File: config.mk
export PLATFORM = sky130hd
export DESIGN_NAME = spc_port
export DESIGN_NICKNAME = d
export VERILOG_FILES = /design/src/rtl/spc_pkg.sv /design/src/rtl/spc_port.sv
export VERILOG_INCLUDE_DIRS = /design/src /design/src/rtl
export SDC_FILE = /design/constraint.sdc
export NUM_CORES = 1
export LEC_CHECK = 0
export ABC_AREA = 1
export BUFFER_PORTS_ARGS = -buffer_cell sky130_fd_sc_hd__clkbuf_2
export CAP_MARGIN = 20
export CORE_MARGIN = 2
export CORE_UTILIZATION = 50
export DETAILED_ROUTE_END_ITERATION = 7
export GPL_ROUTABILITY_DRIVEN = 0
export HOLD_SLACK_MARGIN = 0.03
export PLACE_DENSITY = 0.76
export REMOVE_ABC_BUFFERS = 1
export SLEW_MARGIN = 20
export SYNTH_ARGS = -nofsm -noshare
export SYNTH_HDL_FRONTEND = slang
export SYNTH_SLANG_ARGS = --single-unit
File: constraint.sdc
create_clock -name clk_in -period 3 [get_ports clk_in]
set_clock_uncertainty 0.15 [all_clocks]
set_input_delay 0.3 -clock clk_in [delete_from_list [all_inputs] [get_ports clk_in]]
set_output_delay 0.3 -clock clk_in [all_outputs]
set_load 0.1 [all_outputs]
File: src/rtl/spc_consts.svh
// Constants of the serial port control block.
// Assumes a single 125 MHz clock domain.
//
// Contract
// RULE1 - Buffer write while shifting sets collision flag
// RULE2 - Slave byte into full buffer sets overflow
// RULE3 - Overflow never set in master operation
// RULE4 - Master transfer starts only on buffer write
// RULE5 - Software reads buffer after every transfer
// RULE6 - Enable bit hands pins to the port
// RULE7 - Software sets serial pin directions itself; the port drives the pin output enables from the enable bit and mode
// RULE8 - Polarity bit picks idle clock level
// RULE9 - Codes 0000/0001/0010 give master divide 4/16/64
// RULE10 - Codes 0100/0101 slave with or without select
// RULE11 - Software avoids reserved mode codes
// RULE12 - Eight-bit shift register loads receive buffer
`ifndef SPC_CONSTS_SVH
`define SPC_CONSTS_SVH
`define SPC_ADDR_CTRL 2'h0
`define SPC_ADDR_BUF 2'h1
`define SPC_CTRL_RESET 8'h00
`define SPC_BIT_COLL 7
`define SPC_BIT_OVF 6
`define SPC_BIT_EN 5
`define SPC_BIT_POL 4
`define SPC_MODE_DIV4 4'h0
`define SPC_MODE_DIV16 4'h1
`define SPC_MODE_DIV64 4'h2
`define SPC_MODE_SLV_SS 4'h4
`define SPC_MODE_SLV_NOSS 4'h5
`define SPC_HALF_DIV4 6'h01
`define SPC_HALF_DIV16 6'h07
`define SPC_HALF_DIV64 6'h1F
`endif

File: src/rtl/spc_pkg.sv
// Types of the serial port control block.
// Assumes the constants header is included by users.
package spc_pkg;
    typedef struct packed {
        logic coll;
        logic ovf;
        logic en;
        logic pol;
        logic [3:0] mode;
    } spc_ctrl_t;
    typedef enum logic [1:0] {
        SPC_IDLE = 2'h0,
        SPC_LEAD = 2'h1,
        SPC_TRAIL = 2'h3
    } spc_state_t;
endpackage : spc_pkg

File: src/rtl/spc_port.sv
// Serial port control: control register, buffer, shifter, pins.
// Assumes synchronous pins and a strobe register port.
`timescale 1ns/1ps
`include "spc_consts.svh"
`default_nettype none
module spc_port
(
    input wire logic clk_in,
    input wire logic sys_rst_in,
    input wire logic [1:0] addr_in,
    input wire logic [7:0] wdata_in,
    input wire logic wr_in,
    input wire logic rd_in,
    output logic [7:0] rdata_out,
    input wire logic sck_in,
    input wire logic sdi_in,
    input wire logic ss_n_in,
    output logic sck_out,
    output logic sck_oe_n_out,
    output logic sdo_out,
    output logic sdo_oe_n_out,
    output logic port_active_out,
    output logic ss_pin_free_out
);
    import spc_pkg::*;
    // ************************************************
    // Decode
    // ************************************************
    spc_ctrl_t ctrl_q;
    spc_state_t st_q;
    logic [7:0] buf_q, sr_q, rdata_q;
    logic full_q, busy_q, sck_q, sdo_q, sck_pin_q;
    logic [2:0] cnt_q;
    logic [5:0] div_q;
    wire wr_ctrl = wr_in && addr_in == `SPC_ADDR_CTRL;
    wire wr_buf = wr_in && addr_in == `SPC_ADDR_BUF;
    wire rd_buf = rd_in && addr_in == `SPC_ADDR_BUF;
    wire is_master = ctrl_q.mode == `SPC_MODE_DIV4
        || ctrl_q.mode == `SPC_MODE_DIV16
        || ctrl_q.mode == `SPC_MODE_DIV64;
    // RULE10 slave select gating
    wire slave_sel = (ctrl_q.mode == `SPC_MODE_SLV_SS && !ss_n_in)
        || ctrl_q.mode == `SPC_MODE_SLV_NOSS;
    wire [5:0] half = ctrl_q.mode == `SPC_MODE_DIV16 ? `SPC_HALF_DIV16
        : ctrl_q.mode == `SPC_MODE_DIV64 ? `SPC_HALF_DIV64
        : `SPC_HALF_DIV4;
    // RULE9 master rate enable pulse
    wire tick = div_q == half;
    // Slave edges seen relative to idle level
    wire s_lead = ctrl_q.en && slave_sel
        && (sck_in ^ ctrl_q.pol) && !(sck_pin_q ^ ctrl_q.pol);
    wire s_trail = ctrl_q.en && slave_sel
        && !(sck_in ^ ctrl_q.pol) && (sck_pin_q ^ ctrl_q.pol);
    wire m_lead = is_master && st_q == SPC_LEAD && tick;
    wire m_trail = is_master && st_q == SPC_TRAIL && tick;
    wire lead = m_lead || s_lead;
    wire trail = m_trail || s_trail;
    wire done = trail && cnt_q == 3'h7;
    // RULE1 write during shift collides
    wire coll = wr_buf && busy_q;
    // RULE2 RULE3 slave overflow only
    wire ovf = done && !is_master && full_q;
    // RULE4 master starts on buffer write
    wire start = wr_buf && !busy_q && ctrl_q.en;
    // ************************************************
    // Registers
    // ************************************************
    always_ff @(posedge clk_in or posedge sys_rst_in)
    begin
        if (sys_rst_in)
        begin
            ctrl_q <= `SPC_CTRL_RESET;
            st_q <= SPC_IDLE;
            buf_q <= 8'h00;
            sr_q <= 8'h00;
            rdata_q <= 8'h00;
            full_q <= 1'b0;
            busy_q <= 1'b0;
            sck_q <= 1'b0;
            sdo_q <= 1'b0;
            sck_pin_q <= 1'b0;
            cnt_q <= 3'h0;
            div_q <= 6'h00;
        end
        else
        begin
            sck_pin_q <= sck_in;
            rdata_q <= addr_in == `SPC_ADDR_CTRL ? ctrl_q : buf_q;
            if (!rd_in)
                rdata_q <= 8'h00;
            // Set wins over a software clear
            if (wr_ctrl)
                ctrl_q <= wdata_in;
            if (coll)
                ctrl_q.coll <= 1'b1;
            if (ovf)
                ctrl_q.ovf <= 1'b1;
            div_q <= (st_q == SPC_IDLE || tick) ? 6'h00 : div_q + 6'h01;
            if (rd_buf)
                full_q <= 1'b0;
            // RULE12 shifter and buffer load
            if (start)
            begin
                sr_q <= wdata_in;
                sdo_q <= wdata_in[7];
                busy_q <= 1'b1;
                cnt_q <= 3'h0;
                if (is_master)
                    st_q <= SPC_LEAD;
            end
            else if (lead)
            begin
                sr_q <= {sr_q[6:0], sdi_in};
                if (is_master)
                    st_q <= SPC_TRAIL;
            end
            else if (trail)
            begin
                sdo_q <= sr_q[7];
                cnt_q <= cnt_q + 3'h1;
                st_q <= done || !is_master ? SPC_IDLE : SPC_LEAD;
                if (done)
                begin
                    busy_q <= 1'b0;
                    if (!ovf)
                    begin
                        buf_q <= sr_q;
                        full_q <= 1'b1;
                    end
                end
            end
            if (!ctrl_q.en)
            begin
                st_q <= SPC_IDLE;
                busy_q <= 1'b0;
            end
            // RULE8 clock idle level
            sck_q <= ctrl_q.pol ^ (st_q == SPC_TRAIL);
        end
    end
    // ************************************************
    // Pins
    // ************************************************
    // RULE6 pin takeover by enable
    logic sck_oe_q, sdo_oe_q, act_q, ssf_q;
    always_ff @(posedge clk_in or posedge sys_rst_in)
    begin
        if (sys_rst_in)
        begin
            sck_oe_q <= 1'b1;
            sdo_oe_q <= 1'b1;
            act_q <= 1'b0;
            ssf_q <= 1'b1;
        end
        else
        begin
            sck_oe_q <= !(ctrl_q.en && is_master);
            sdo_oe_q <= !ctrl_q.en;
            act_q <= ctrl_q.en;
            ssf_q <= !ctrl_q.en || ctrl_q.mode != `SPC_MODE_SLV_SS;
        end
    end
    assign rdata_out = rdata_q;
    assign sck_out = sck_q;
    assign sdo_out = sdo_q;
    assign sck_oe_n_out = sck_oe_q;
    assign sdo_oe_n_out = sdo_oe_q;
    assign port_active_out = act_q;
    assign ss_pin_free_out = ssf_q;
    // ************************************************
    // Checks
    // ************************************************
    a_coll_set: assert property ( // RULE1
        @(posedge clk_in) disable iff (sys_rst_in)
        coll |=> ctrl_q.coll)
        else $error("collision flag not set");
    a_ovf_slave: assert property ( // RULE3
        @(posedge clk_in) disable iff (sys_rst_in)
        is_master && !wr_ctrl |=> !$rose(ctrl_q.ovf))
        else $error("overflow raised in master");
    a_ovf_set: assert property ( // RULE2
        @(posedge clk_in) disable iff (sys_rst_in)
        ovf |=> ctrl_q.ovf && $stable(buf_q))
        else $error("overflow handling wrong");
    a_master_start: assert property ( // RULE4
        @(posedge clk_in) disable iff (sys_rst_in)
        $rose(busy_q) |-> $past(wr_buf))
        else $error("transfer without buffer write");
    a_idle_level: assert property ( // RULE8
        @(posedge clk_in) disable iff (sys_rst_in)
        st_q == SPC_IDLE ##1 st_q == SPC_IDLE
        |-> sck_q == $past(ctrl_q.pol))
        else $error("clock idle level wrong");
    a_pin_enable: assert property ( // RULE6
        @(posedge clk_in) disable iff (sys_rst_in)
        !ctrl_q.en |=> sdo_oe_q && sck_oe_q)
        else $error("pins driven while disabled");
    a_div_rate: assert property ( // RULE9
        @(posedge clk_in) disable iff (sys_rst_in)
        ctrl_q.mode == `SPC_MODE_DIV4 && m_lead && !wr_ctrl
        |-> ##2 m_trail)
        else $error("divide by four rate wrong");
    a_div16_rate: assert property ( // RULE9
        @(posedge clk_in) disable iff (sys_rst_in)
        ctrl_q.mode == `SPC_MODE_DIV16 && m_lead && !wr_ctrl
        |-> ##8 m_trail)
        else $error("divide by sixteen rate wrong");
    a_div64_rate: assert property ( // RULE9
        @(posedge clk_in) disable iff (sys_rst_in)
        ctrl_q.mode == `SPC_MODE_DIV64 && m_lead && !wr_ctrl
        |-> ##32 m_trail)
        else $error("divide by sixty-four rate wrong");
    a_pin_take: assert property ( // RULE6
        @(posedge clk_in) disable iff (sys_rst_in)
        ctrl_q.en |=> !sdo_oe_q && act_q)
        else $error("pins not taken when enabled");
    a_slave_clk: assert property ( // RULE10
        @(posedge clk_in) disable iff (sys_rst_in)
        ctrl_q.en && !is_master |=> sck_oe_q)
        else $error("slave drives serial clock");
    a_buf_load: assert property ( // RULE12
        @(posedge clk_in) disable iff (sys_rst_in)
        done && !ovf |=> full_q && buf_q == $past(sr_q))
        else $error("buffer not loaded");
endmodule : spc_port
`default_nettype wire

==> results.toml <==
[sta]
whs_ps = -28.69
finalCritPeriodShare = 0.6869
max_freq_ghz = 0.4853
max_slew.worst_pin.slew_ps = 879.7
setup_ws_ps = 939.3
grt_setup_unrepaired = "no"
setup_violations = 0
finalCriticalPeriod_ps = 2061
setup_tns_ps = 0
relSlewSlack = 0.4128
drv_slew = 0
finalHoldViolCount = 49

[clock_network]
cts_made_buffers = 5
cts.repair.resized = 0
clock_path_buffers = 2
cts_root_buf = "clkbuf_8"
cts.clk_slew.worst_paths_ps = 90
cts_tree = "done"
clk_latency_ps = 310
clock_sinks = 52
htree_num_levels = 2

[worst_setup_path]
reg2reg_to = "sr_q[5]"
crit_arrival_ps = 2130
crit_start = "ctrl_q[2]"
r2r_start = "ctrl_q[2]"
critPathRequiredTime_ps = 3070
reg2reg_slack_ps = 940
rr_worst_depth = 7
path_max_fanout = 9
endpoint_kind = "flip-flop"
critPathLaunchType = "flip-flop"
critPathKind = "flip-flop to flip-flop"

[layout]
final_cells = 357
diodes = 0
final_area_um2 = 2698
final_nets = 322
syn_to_final_growth_pct = 14.20
drive_above_1_share = 0.2079
utilization = 0.5827

[yosys]
ys_seq_area_frac = 0.5524
yosysWarnings = 0
netlist_area_um2 = 2362
synth-seq-cells = 52
ys_types = 28
synthCells = 266
avgSynthCellArea_um2 = 8.881

[drt]
routed_wl_um = 4862
drt_iter0_markers = 110
drc_errors = 0
via_per_inst = 5.232
first_pass_iters = 4
antenna_left = 0
wl_per_cell_um = 13.62
num_vias = 1868

[power_and_ir_drop]
leakagePower_nw = 1.383
vdd_drop_max_uv = 340.6
power_mw = 1.820
power_density_nw_per_um2 = 674.6

[placement]
pre_cts_slack_ps = 980.0
port_buffers = 30
dp_hpwl_um = 3625
dpl.cell_count = 348
place_area_um2 = 2575

[status]
outcome = "finished with violations"
violations = "negative hold slack"

[global_routing]
grt_pass1_vias = 1742
antenna_found_initial = 0
grt-ovfl-total = 0
grt_max_degree = 53
grt_pass1_wl_um = 8162
grt.total_usage = 0.2032

[die]
core_um2 = 4629
std_cell_rows = 25
dieArea_um2 = 5290
die_h_um = 72.74
die_x_um = 72.74
io_pins = 31
start_util = 0.5103

[hold_path]
min_path_type = "input pin to asynchronous set/reset pin"

[flow_run]
cap_violations = 0
==> synth_stat cells, drive strengths merged <==
cell | count | area [um^2]
o211ai | 2 | 15.01
dfrtp | 49 | 1226
nand3 | 25 | 147.7
clkbuf | 3 | 11.26
dfstp | 3 | 78.83
nor2 | 29 | 135.1
xor2 | 3 | 26.28
o21ai | 21 | 120.1
ha | 3 | 37.54
buf | 2 | 16.26
o221ai | 2 | 17.52
xnor2 | 2 | 17.52
nor3b | 3 | 22.52
nand2 | 80 | 317.8
inv | 25 | 93.84
a21oi | 10 | 53.80
nand4 | 4 | 25.02
==> worst max-delay path, cell delays in order (launching register included) <==
cell and delay, ps:
dfrtp_1 450, nor2_2 190, o21ai_1 170, nor3b_1 270, nand3_2 170, a21oi_2 380, nand2_1 90, o211ai_1 110
==> state kept, by name (all words and copies together), names as in the netlist <==
name and flops:
ctrl_q 8, ss_pin_free_out 1, sdo_out 1, full_q 1, rdata_out 8, sck_oe_n_out 1
busy_q 1, cnt_q 3, sck_pin_q 1, sr_q 8, sdo_oe_n_out 1, st_q 2
port_active_out 1, sck_out 1, buf_q 8, div_q 6
==> layout make-up <==
type	instances	area [um^2]
clock buffers	6	72.57
clock inverters	2	38.79
fillers	409	1932
inverters	25	95.09
multi-input cells	184	935.9
flip-flops and latches	52	1305
well taps	54	67.56
repair buffers	34	182.7
==> cell families after synthesis <==
logic type / share of synthesized area
simple gates: 0.2744
flops: 0.5524
compound gates: 0.08739
buf+inv: 0.05137
xor+xnor: 0.01854
fa+ha+maj: 0.01589
==> cells in the final DEF (no fill, tap or decap), types with 2 or more instances in the layout <==
| cell | Yosys | final |
|---|---|---|
| o21ai_0 | 14 | 14 |
| inv_2 | 3 | 3 |
| buf_4 | 0 | 3 |
| o21ai_2 | 4 | 4 |
| clkbuf_2 | 0 | 30 |
| nand2_4 | 2 | 2 |
| nor3b_1 | 3 | 3 |
| dfrtp_1 | 49 | 49 |
| xnor2_1 | 2 | 2 |
| inv_1 | 22 | 21 |
| ha_1 | 3 | 3 |
| nand2_1 | 77 | 77 |
| nand3_2 | 2 | 2 |
| a21oi_1 | 9 | 9 |
| dfstp_2 | 3 | 3 |
| xor2_1 | 3 | 3 |
| nor2_1 | 24 | 24 |
| nand4_1 | 4 | 4 |
| o21ai_1 | 3 | 3 |
| nor2_2 | 4 | 4 |
| nand3_1 | 22 | 22 |
| o221ai_1 | 2 | 2 |
| clkbuf_8 | 0 | 5 |
| o211ai_1 | 2 | 2 |
==> repair_timing <==
item	CTS	global route
hold buffers	1	0
hold endpoints to repair	1	0
setup endpoints to repair	0	0
setup buffers	0	0
==> power breakdown <==
group          switching [mW]  total [mW]  internal, mW
registers              0.0811       0.889         0.807
clock network           0.236       0.489         0.252
logic                   0.335       0.443         0.108
total                   0.652        1.82          1.17
==> worst max path at each step <==
stage	end	slack, ps	cells after the start
CTS	sr_q[4]	940	7
global route	st_q[0]	740	10
floorplan	buf_q[4]	1110	8
finish	sr_q[5]	940	7
detailed placement	sr_q[4]	980	7
global placement	sr_q[4]	1000	7
==> routing by layer <==
metal,track usage,share of wire,vias up
met1,0.2762,0.46,883
li1,-,-,929
met2,0.3253,0.48,51
met5,0,0,-
met3,0.05387,0.056,5
met4,0.05350,0.011,0
Note: power is estimated with default switching activity, not from simulation.
